$ cat config.mk
export PLATFORM = sky130hd
export DESIGN_NAME = ilpc_ctrl
export DESIGN_NICKNAME = d
export VERILOG_FILES = /design/src/logic/ilpc_pkg.sv /design/src/logic/ilpc_ctrl.sv /design/src/logic/ilpc_prio_sel.sv
export SDC_FILE = /design/constraint.sdc
export NUM_CORES = 1
export LEC_CHECK = 0
export BUFFER_PORTS_ARGS = -buffer_cell sky130_fd_sc_hd__buf_2
export CORE_MARGIN = 4
export CORE_UTILIZATION = 42
export DETAILED_ROUTE_END_ITERATION = 10
export PLACE_DENSITY = 0.7
export SLEW_MARGIN = 20
export SYNTH_ARGS = -nofsm -noshare
export SYNTH_HDL_FRONTEND = slang
export SYNTH_SLANG_ARGS = --single-unit
$ cat constraint.sdc
create_clock -name sys_clk -period 7.8 [get_ports sys_clk]
set_clock_uncertainty 0.2 [all_clocks]
set_input_delay 1.56 -clock sys_clk [delete_from_list [all_inputs] [get_ports sys_clk]]
set_output_delay 1.56 -clock sys_clk [all_outputs]
set_load 0.01 [all_outputs]
$ cat src/logic/ilpc_pkg.sv
// package for the interrupt latch and priority controller: constants, types, vector map
// Function
// - 24 sources, four non-maskable, rest maskable
// - hardware request sets its pending latch
// - maskable needs global and source enable
// - pin source zero also needs pin gate
// - fixed priority, pin zero highest maskable
// - non-maskable sources share one level
// - non-maskable vectors fffc, fffa, fff8, fffe
// - maskable vectors fff6..ffe0 and ffbe..ffb0
// - latches for all but software, bad-opcode
// - accepted source latch cleared at once
// - all latches zero after reset
// - writing zero clears; latches at 2e,3c,3d
// - writing one never sets a latch
// - latch reads show pending state
// - trap is reset unless select cleared
// - watchdog is reset unless select cleared
// - converter request may drop during lower acceptance
// - acceptance takes 8 machine cycles
// - push status, pc high, pc low; sp minus 3
// - global enable bit 0 at 3a, reset zero
package ilpc_pkg;

  // source numbering and counts
  localparam int ILPC_NSRC      = 24;
  localparam int ILPC_SWI_IDX   = 0;          // shared software / bad-opcode slot, no latch
  localparam int ILPC_TRAP_IDX  = 2;
  localparam int ILPC_WDOG_IDX  = 3;
  localparam int ILPC_EXT0_IDX  = 4;
  localparam int ILPC_CONV_IDX  = 15;
  localparam int ILPC_HIGH_IDX  = 16;         // first source of the upper vector block
  localparam int ILPC_NMASK     = 20;         // maskable sources 4..23

  // special-function addresses
  localparam logic [7:0] ILPC_ADDR_LATCH_HIGH = 8'h2e;
  localparam logic [7:0] ILPC_ADDR_LATCH_LOW  = 8'h3c;
  localparam logic [7:0] ILPC_ADDR_LATCH_MID  = 8'h3d;
  localparam logic [7:0] ILPC_ADDR_EN_HIGH    = 8'h2c;
  localparam logic [7:0] ILPC_ADDR_EN_LOW     = 8'h3a;
  localparam logic [7:0] ILPC_ADDR_EN_MID     = 8'h3b;
  localparam int         ILPC_GIE_BIT         = 0;

  // reset values
  localparam logic [23:0] ILPC_LATCH_RST = 24'h000000;
  localparam logic [23:0] ILPC_EN_RST    = 24'h000000;
  localparam logic        ILPC_GIE_RST   = 1'b0;

  // vectors
  localparam logic [15:0] ILPC_VEC_RESET    = 16'hfffe;
  localparam logic [15:0] ILPC_VEC_SWI      = 16'hfffc;
  localparam logic [15:0] ILPC_VEC_TRAP     = 16'hfffa;
  localparam logic [15:0] ILPC_VEC_WDOG     = 16'hfff8;
  localparam logic [15:0] ILPC_VEC_LOW_TOP  = 16'hfff6;
  localparam logic [15:0] ILPC_VEC_HIGH_TOP = 16'hffbe;

  // timing: one machine cycle is four clocks, acceptance is eight machine cycles
  localparam int         ILPC_MCYC_CLKS   = 4;
  localparam int         ILPC_ACCEPT_MCYC = 8;
  localparam logic [5:0] ILPC_ACCEPT_CLKS = 6'(ILPC_ACCEPT_MCYC * ILPC_MCYC_CLKS);
  localparam logic [1:0] ILPC_PUSH_LAST   = 2'h2;

  // special-function access from the cpu
  typedef struct packed {
    logic       rd;
    logic       wr;
    logic [7:0] addr;
    logic [7:0] wdata;
  } ilpc_sfr_req_t;

  // one stack byte write toward memory
  typedef struct packed {
    logic        we;
    logic [15:0] addr;
    logic [7:0]  data;
  } ilpc_stk_t;

  // vector address of a source index
  function automatic logic [15:0] ilpc_vector(input logic [4:0] idx);
    logic [15:0] v;
    v = ILPC_VEC_SWI;
    if (idx == 5'(ILPC_TRAP_IDX))
      v = ILPC_VEC_TRAP;
    else if (idx == 5'(ILPC_WDOG_IDX))
      v = ILPC_VEC_WDOG;
    else if (idx >= 5'(ILPC_HIGH_IDX))
      v = ILPC_VEC_HIGH_TOP - {10'h000, idx - 5'(ILPC_HIGH_IDX), 1'b0};
    else if (idx >= 5'(ILPC_EXT0_IDX))
      v = ILPC_VEC_LOW_TOP - {10'h000, idx - 5'(ILPC_EXT0_IDX), 1'b0};
    return v;
  endfunction : ilpc_vector

endpackage : ilpc_pkg

$ cat src/logic/ilpc_ctrl.sv
// interrupt latches, enables, acceptance sequence and special-function access
`timescale 1ns/1ps
module ilpc_ctrl
  import ilpc_pkg::*;
(
  // clock and reset
  input  wire logic                  sys_clk,
  input  wire logic                  nrst,
  // special-function access
  input  wire ilpc_pkg::ilpc_sfr_req_t sfr_req,
  output logic [7:0]                 sfr_rdata,
  // hardware requests, one-cycle pulses
  input  wire logic                  trap_req,
  input  wire logic                  wdog_req,
  input  wire logic [19:0]           maskable_req,
  // software and bad-opcode requests, held at the boundary
  input  wire logic                  software_trap_source,
  input  wire logic                  bad_opcode_source,
  // loose control bits
  input  wire logic                  ext_pin_zero_gate,
  input  wire logic                  trap_output_select,
  input  wire logic                  watchdog_output_select,
  // cpu sequencer
  input  wire logic                  instr_boundary,
  input  wire logic [15:0]           cpu_pc,
  input  wire logic [7:0]            cpu_psw,
  input  wire logic [15:0]           cpu_sp,
  input  wire logic                  reti_strobe,
  input  wire logic                  reti_gie,
  // acceptance results
  output logic                       irq_pending,
  output logic                       acc_busy,
  output logic                       acc_done,
  output logic [15:0]                acc_vector,
  output logic [15:0]                acc_sp,
  output ilpc_pkg::ilpc_stk_t        stk,
  // reset requests from trap and watchdog
  output logic                       trap_reset_req,
  output logic                       wdog_reset_req
);
  import ilpc_pkg::*;

  // acceptance sequence states
  typedef enum logic [1:0] {ST_IDLE, ST_PUSH, ST_WAIT} ilpc_state_t;

  // whole module state
  typedef struct packed {
    ilpc_state_t st;
    logic [23:0] pending_latch;     // bits 1:0 never set
    logic [23:0] source_enable_flag;
    logic        global_irq_enable;
    logic        saved_gie;         // enable value before acceptance
    logic [4:0]  acc_idx;
    logic [5:0]  cnt;               // clocks since acceptance
    logic [1:0]  push_step;
    logic [15:0] sp;
    logic [15:0] pc;
    logic [7:0]  psw;
    logic [15:0] vector;
    logic        done;
    ilpc_stk_t   stk;
    logic [7:0]  rdata;
    logic        trap_rst;
    logic        wdog_rst;
  } ilpc_ctrl_state_t;

  ilpc_ctrl_state_t s;              // registered state
  ilpc_ctrl_state_t next_s;         // next state

  logic [23:0] hw_set;              // latch set requests this cycle
  logic [23:0] eligible;            // latches allowed to win
  logic        win_valid;
  logic [4:0]  win_idx;
  logic [15:0] win_vec;
  logic        accept;              // acceptance starts this cycle

  // byte of a latch or enable group for reads
  function automatic logic [7:0] grp_byte(input logic [23:0] v, input logic [7:0] a);
    logic [7:0] b;
    b = 8'h00;
    if (a == ILPC_ADDR_LATCH_LOW || a == ILPC_ADDR_EN_LOW)
      b = v[7:0];
    else if (a == ILPC_ADDR_LATCH_MID || a == ILPC_ADDR_EN_MID)
      b = v[15:8];
    else if (a == ILPC_ADDR_LATCH_HIGH || a == ILPC_ADDR_EN_HIGH)
      b = v[23:16];
    return b;
  endfunction : grp_byte

  // hardware sets; trap and watchdog only latch when routed to interrupt
  always_comb
  begin
    hw_set                 = {maskable_req, 4'h0};
    hw_set[ILPC_TRAP_IDX]  = trap_req & ~trap_output_select;
    hw_set[ILPC_WDOG_IDX]  = wdog_req & ~watchdog_output_select;
  end

  // who may be accepted now
  always_comb
  begin
    eligible = s.pending_latch & s.source_enable_flag & {24{s.global_irq_enable}};
    eligible[ILPC_EXT0_IDX] = eligible[ILPC_EXT0_IDX] & ext_pin_zero_gate;
    eligible[ILPC_TRAP_IDX] = s.pending_latch[ILPC_TRAP_IDX];
    eligible[ILPC_WDOG_IDX] = s.pending_latch[ILPC_WDOG_IDX];
    eligible[1:0]           = 2'b00;
  end

  // priority and vector choice
  ilpc_prio_sel u_sel (
    .soft_req  (software_trap_source | bad_opcode_source),
    .eligible  (eligible),
    .win_valid (win_valid),
    .win_idx   (win_idx),
    .win_vec   (win_vec)
  );

  assign accept = instr_boundary && (s.st == ST_IDLE) && win_valid;

  // next-state logic
  always_comb
  begin
    logic [23:0] clr;               // software clears
    logic [23:0] acc_clr;           // acceptance clear
    logic [23:0] set_eff;           // sets that survive
    clr     = 24'h000000;
    acc_clr = 24'h000000;
    set_eff = hw_set;
    next_s  = s;
    next_s.done     = 1'b0;
    next_s.stk.we   = 1'b0;
    next_s.trap_rst = trap_req & trap_output_select;
    next_s.wdog_rst = wdog_req & watchdog_output_select;

    // register reads, data one cycle later
    if (sfr_req.rd)
    begin
      if (sfr_req.addr == ILPC_ADDR_LATCH_LOW)
        next_s.rdata = {s.pending_latch[7:2], 2'b00};
      else if (sfr_req.addr == ILPC_ADDR_LATCH_MID || sfr_req.addr == ILPC_ADDR_LATCH_HIGH)
        next_s.rdata = grp_byte(s.pending_latch, sfr_req.addr);
      else if (sfr_req.addr == ILPC_ADDR_EN_LOW)
        next_s.rdata = {s.source_enable_flag[7:4], 3'h0, s.global_irq_enable};
      else if (sfr_req.addr == ILPC_ADDR_EN_MID || sfr_req.addr == ILPC_ADDR_EN_HIGH)
        next_s.rdata = grp_byte(s.source_enable_flag, sfr_req.addr);
      else
        next_s.rdata = 8'h00;                                        // unmapped reads zero
    end

    // register writes: latch bytes only clear, never set
    if (sfr_req.wr)
    begin
      if (sfr_req.addr == ILPC_ADDR_LATCH_LOW)
        clr[7:2] = ~sfr_req.wdata[7:2];
      else if (sfr_req.addr == ILPC_ADDR_LATCH_MID)
        clr[15:8] = ~sfr_req.wdata;
      else if (sfr_req.addr == ILPC_ADDR_LATCH_HIGH)
        clr[23:16] = ~sfr_req.wdata;
      else if (sfr_req.addr == ILPC_ADDR_EN_LOW)
      begin
        next_s.global_irq_enable       = sfr_req.wdata[ILPC_GIE_BIT];
        next_s.source_enable_flag[7:4] = sfr_req.wdata[7:4];
      end
      else if (sfr_req.addr == ILPC_ADDR_EN_MID)
        next_s.source_enable_flag[15:8] = sfr_req.wdata;
      else if (sfr_req.addr == ILPC_ADDR_EN_HIGH)
        next_s.source_enable_flag[23:16] = sfr_req.wdata;
    end

    // return from interrupt restores the stacked enable
    if (reti_strobe)
      next_s.global_irq_enable = reti_gie;

    // acceptance start
    if (accept)
    begin
      next_s.saved_gie         = s.global_irq_enable;
      next_s.global_irq_enable = 1'b0;                               // wins over a same-cycle write
      next_s.acc_idx           = win_idx;
      next_s.vector            = win_vec;
      next_s.sp                = cpu_sp;
      next_s.pc                = cpu_pc;
      next_s.psw               = cpu_psw;
      next_s.cnt               = 6'h01;
      next_s.push_step         = 2'h0;
      next_s.st                = ST_PUSH;
      if (win_idx != 5'(ILPC_SWI_IDX))
        acc_clr[win_idx] = 1'b1;
      // a converter request landing while a lower source is taken is lost
      if (win_idx > 5'(ILPC_CONV_IDX))
        set_eff[ILPC_CONV_IDX] = 1'b0;
    end

    // latch update: hardware set wins over a software clear
    next_s.pending_latch = (s.pending_latch & ~clr & ~acc_clr) | set_eff;
    next_s.pending_latch[1:0] = 2'b00;

    // acceptance sequence
    case (s.st)
      ST_IDLE:
      begin
      end
      ST_PUSH:
      begin
        next_s.cnt      = s.cnt + 6'h01;
        next_s.stk.we   = 1'b1;
        next_s.stk.addr = s.sp;
        next_s.sp       = s.sp - 16'h0001;
        if (s.push_step == 2'h0)
          next_s.stk.data = {s.psw[7:1], s.saved_gie};
        else if (s.push_step == 2'h1)
          next_s.stk.data = s.pc[15:8];
        else
          next_s.stk.data = s.pc[7:0];
        next_s.push_step = s.push_step + 2'h1;
        if (s.push_step == ILPC_PUSH_LAST)
          next_s.st = ST_WAIT;
      end
      ST_WAIT:
      begin
        next_s.cnt = s.cnt + 6'h01;
        if (s.cnt == ILPC_ACCEPT_CLKS - 6'h01)
        begin
          next_s.done = 1'b1;
          next_s.st   = ST_IDLE;
        end
      end
      default:
        next_s.st = ST_IDLE;
    endcase
  end

  // state register
  always_ff @(posedge sys_clk or negedge nrst)
  begin
    if (!nrst)
    begin
      s                    <= '0;
      s.st                 <= ST_IDLE;
      s.pending_latch      <= ILPC_LATCH_RST;
      s.source_enable_flag <= ILPC_EN_RST;
      s.global_irq_enable  <= ILPC_GIE_RST;
      s.vector             <= ILPC_VEC_RESET;
    end
    else
      s <= next_s;
  end

  // outputs
  assign sfr_rdata      = s.rdata;
  assign irq_pending    = win_valid && (s.st == ST_IDLE);
  assign acc_busy       = (s.st != ST_IDLE);
  assign acc_done       = s.done;
  assign acc_vector     = s.vector;
  assign acc_sp         = s.sp;
  assign stk            = s.stk;
  assign trap_reset_req = s.trap_rst;
  assign wdog_reset_req = s.wdog_rst;

endmodule : ilpc_ctrl

$ cat src/logic/ilpc_prio_sel.sv
// fixed-priority selector: picks the winning source and its vector
`timescale 1ns/1ps
module ilpc_prio_sel
  import ilpc_pkg::*;
(
  // candidates
  input  wire logic        soft_req,
  input  wire logic [23:0] eligible,
  // winner
  output logic             win_valid,
  output logic [4:0]       win_idx,
  output logic [15:0]      win_vec
);

  // non-maskable first, then lowest maskable index
  always_comb
  begin
    win_valid = 1'b0;
    win_idx   = 5'h00;
    if (soft_req)                                     // shared level, taken first here
    begin
      win_valid = 1'b1;
      win_idx   = 5'(ILPC_SWI_IDX);
    end
    else if (eligible[ILPC_TRAP_IDX])
    begin
      win_valid = 1'b1;
      win_idx   = 5'(ILPC_TRAP_IDX);
    end
    else if (eligible[ILPC_WDOG_IDX])
    begin
      win_valid = 1'b1;
      win_idx   = 5'(ILPC_WDOG_IDX);
    end
    else
    begin
      // descending scan so the lowest index wins
      for (int i = ILPC_NSRC - 1; i >= ILPC_EXT0_IDX; i--)
      begin
        if (eligible[i])
        begin
          win_valid = 1'b1;
          win_idx   = 5'(i);
        end
      end
    end
    win_vec = ilpc_vector(win_idx);
  end

endmodule : ilpc_prio_sel

==> impl_metrics.env <==
export IMPL_synth_seq_area_share_pct=43.8
export IMPL_pre_cts_ws_ps=3090
export IMPL_fin_nets=992
export IMPL_grt_pass1_vias=5912
export IMPL_finalHoldViolCount=0
export IMPL_drv_cap=0
export IMPL_cts_hold_buf=0
export IMPL_min_to="acc_vector[3]"
export IMPL_postLayoutSetupSlackWorst_ps=3130
export IMPL_antenna_left=0
export IMPL_crit_fanout=7
export IMPL_avgSynthCellArea_um2=9.55
export IMPL_place_congestion=0.919
export IMPL_synthCells=810
export IMPL_synth_area_mm2=0.00774
export IMPL_r2r_setup_slack_ps=4440
export IMPL_drc=0
export IMPL_synth_seq_cells=135
export IMPL_cts_tree="yes"
export IMPL_timing_rr_start="s[106]"
export IMPL_outcome="complete, no violations"
export IMPL_grt_start_max_net_pins=78
export IMPL_htreeDepth=4
export IMPL_timing_rr_end="acc_vector[6]"
export IMPL_max_freq_mhz=214
export IMPL_power_leakage_nw=4.11
export IMPL_hold_path_class="flip-flop to flip-flop"
export IMPL_grt_usage_pct=19.7
export IMPL_hold_depth=2
export IMPL_yosysWarnings=0
export IMPL_layout_drive_gt1_share_pct=28.8
export IMPL_cp_required_ps=6040
export IMPL_maxSlewViolCount=0
export IMPL_cts_buffers=17
export IMPL_cp_data_arrival_time_ps=2910
export IMPL_synth_ff_type="dfrtp_1"
export IMPL_yosysTopAreaCellShare_pct=41.7
export IMPL_relSlewSlack_pct=29.6
export IMPL_cts_post_setup_buffers_inserted=0
export IMPL_synth_area_top_cells="dfrtp_1 42%, mux2_2 6.5%, nand2_1 6.5%"
export IMPL_cts_sinks=135
export IMPL_clockBufferDepth=2
export IMPL_fin_crit_ps=4670
export IMPL_rsz0062_at_grt="no"
export IMPL_n_antenna_cell=0
export IMPL_first_pass_iters=5
export IMPL_place_hpwl_mm=14.8
export IMPL_grt_ovfl_total=0
export IMPL_die_w_um=144
export IMPL_port_buffers=148
export IMPL_end_kind="output port"
export IMPL_finalSetupViolCount=0
export IMPL_drt_iter0_markers=375
export IMPL_ys_async_sr_fraction_pct=100
export IMPL_clock_latency_ps=430
export IMPL_post_route_util_pct=48.9
export IMPL_path_class="input port to output port"
export IMPL_cp_start_kind="input port"
export IMPL_die_area_mm2=0.0207
export IMPL_worst_pin_slew_ps=1050
export IMPL_io_pins=160
export IMPL_yosysUniqueCellTypes=74
export IMPL_post_drt_wl_per_cell_um=18.0
export IMPL_coreArea_mm2=0.0180
export IMPL_synth_top_area_cell="dfrtp_1"
export IMPL_cts_reportedPaths_clkPinSlew_ps=60
export IMPL_routed_wl_mm=20.3
export IMPL_initial_core_util_pct=42.9
export IMPL_holdCritStartpoint="acc_vector[3]"
export IMPL_rows=49
export IMPL_area_delta_synth_final_pct=13.9
export IMPL_setup_tns_ps=0
export IMPL_r2r_cells=8
export IMPL_period_share_pct=59.9
export IMPL_antenna_found_initial=0
export IMPL_clockRootBuffer="clkbuf_16"
export IMPL_grt_first_pass_wirelength_mm=31.5
export IMPL_die_height_um=144
export IMPL_power_density_mw_per_mm2=319
export IMPL_num_vias=6242
export IMPL_peakVddDrop_v=0.000214
export IMPL_viasPerCell=5.52
export IMPL_synth_edff_count=0
export IMPL_cts_resized=0
## routing by layer
layer	up-vias	global-route usage, %	part of all wire [%]
li1	2939	-	-
met1	3010	27.0	43
met4	0	6.74	2.1
met2	261	31.3	46
met5	-	0	0
met3	32	4.06	8.2
## critical path: stages
cell and delay [ps]:
buf_2 100, or2_2 340, nor3_4 260, nand3_2 240, nor2_1 200, nor2_1 60, buf_2 130
## power breakdown
part           switching [mW]  leakage, nW  internal [mW]
Combinational           0.502         2.22          0.401
Sequential              0.168         1.59          0.910
Clock                   0.325        0.289          0.502
Total                   0.995         4.11           1.81
## layout by cell type, fill, tap and decap left out, types with 4 or more instances in the layout
cell type / instances
nor2b_1: 6
nand2_1: 134
o21ai_0: 52
ha_1: 12
nor4_1: 4
conb_1: 10
nor3_2: 4
o2111ai_1: 7
o22a_1: 4
nor3_1: 10
inv_1: 25
nand4_1: 4
and3_1: 11
and2_1: 6
nand2b_1: 11
nor3b_1: 8
a21oi_1: 35
mux2_2: 45
or3b_2: 4
clkbuf_16: 17
xor2_1: 7
or3_1: 8
o21bai_1: 5
or2_1: 7
a32oi_1: 4
buf_2: 147
nor2_1: 33
dfrtp_1: 129
a22oi_1: 9
a22o_1: 8
nand3_1: 7
mux2i_1: 26
a21o_1: 4
dfstp_2: 6
o22ai_1: 4
a31oi_1: 7
a41oi_1: 6
xnor2_1: 6
## synthesized netlist by cell type, drive strengths merged (9+ instances only)
cell	n
nor2	33
nor3b	9
a21oi	35
mux2	45
mux2i	26
a22oi	9
dfrtp	129
clkbuf	19
or3	9
nand2b	12
ha	13
or2	10
nor3	15
buf	79
inv	26
and3	11
o21ai	55
nand2	136
## worst max path at each step
stage | from | end | slack [ps] | depth (start not counted)
6_report | bad_opcode_source | irq_pending | 3130 | 7
2_1_floorplan | bad_opcode_source | irq_pending | 3590 | 5
5_1_grt | bad_opcode_source | irq_pending | 3030 | 7
3_3_place_gp | bad_opcode_source | irq_pending | 3090 | 7
4_1_cts | bad_opcode_source | irq_pending | 3100 | 7
3_5_place_dp | bad_opcode_source | irq_pending | 3090 | 7
## cells by family after synthesis
logic type,share of synthesized area [%]
buf+inv,9.52
fa+ha+maj,2.10
compound gates,15.1
simple gates,18.0
flops,43.8
other cells,0.0971
xor+xnor,1.47
mux,9.91
## final cells by class
| cell class | instances | area [µm²] |
|---|---|---|
| Timing Repair Buffer | 150 | 762 |
| Clock buffer | 21 | 470 |
| Multi-Input combinational cell | 559 | 3670 |
| Tap cell | 229 | 287 |
| Fill cell | 1694 | 9220 |
| Inverter | 26 | 97.6 |
| Clock inverter | 11 | 138 |
| Sequential cell | 135 | 3390 |
## state kept, by name (all words and copies together) (netlist names)
name and flops:
stk 25, eligible 2, s 75, acc_done 1
trap_reset_req 1, acc_vector 6, wdog_reset_req 1, sfr_rdata 8
acc_sp 16
## stage by stage
| stage | cell area (µm²) | hold WS [ps] | power (mW) | cells |
|---|---|---|---|---|
| after floorplan | 7770 | 235 | 1.84 | 818 |
| after global placement | 8190 | 242 | 1.96 | 1099 |
| after detailed placement | 8190 | 245 | 2.00 | 1099 |
| after CTS | 8800 | 254 | 2.83 | 1131 |
| after global routing | 8810 | 283 | 3.00 | 1131 |
| final | 8810 | 251 | 2.81 | 1131 |
(Power assumes the default switching activity.)
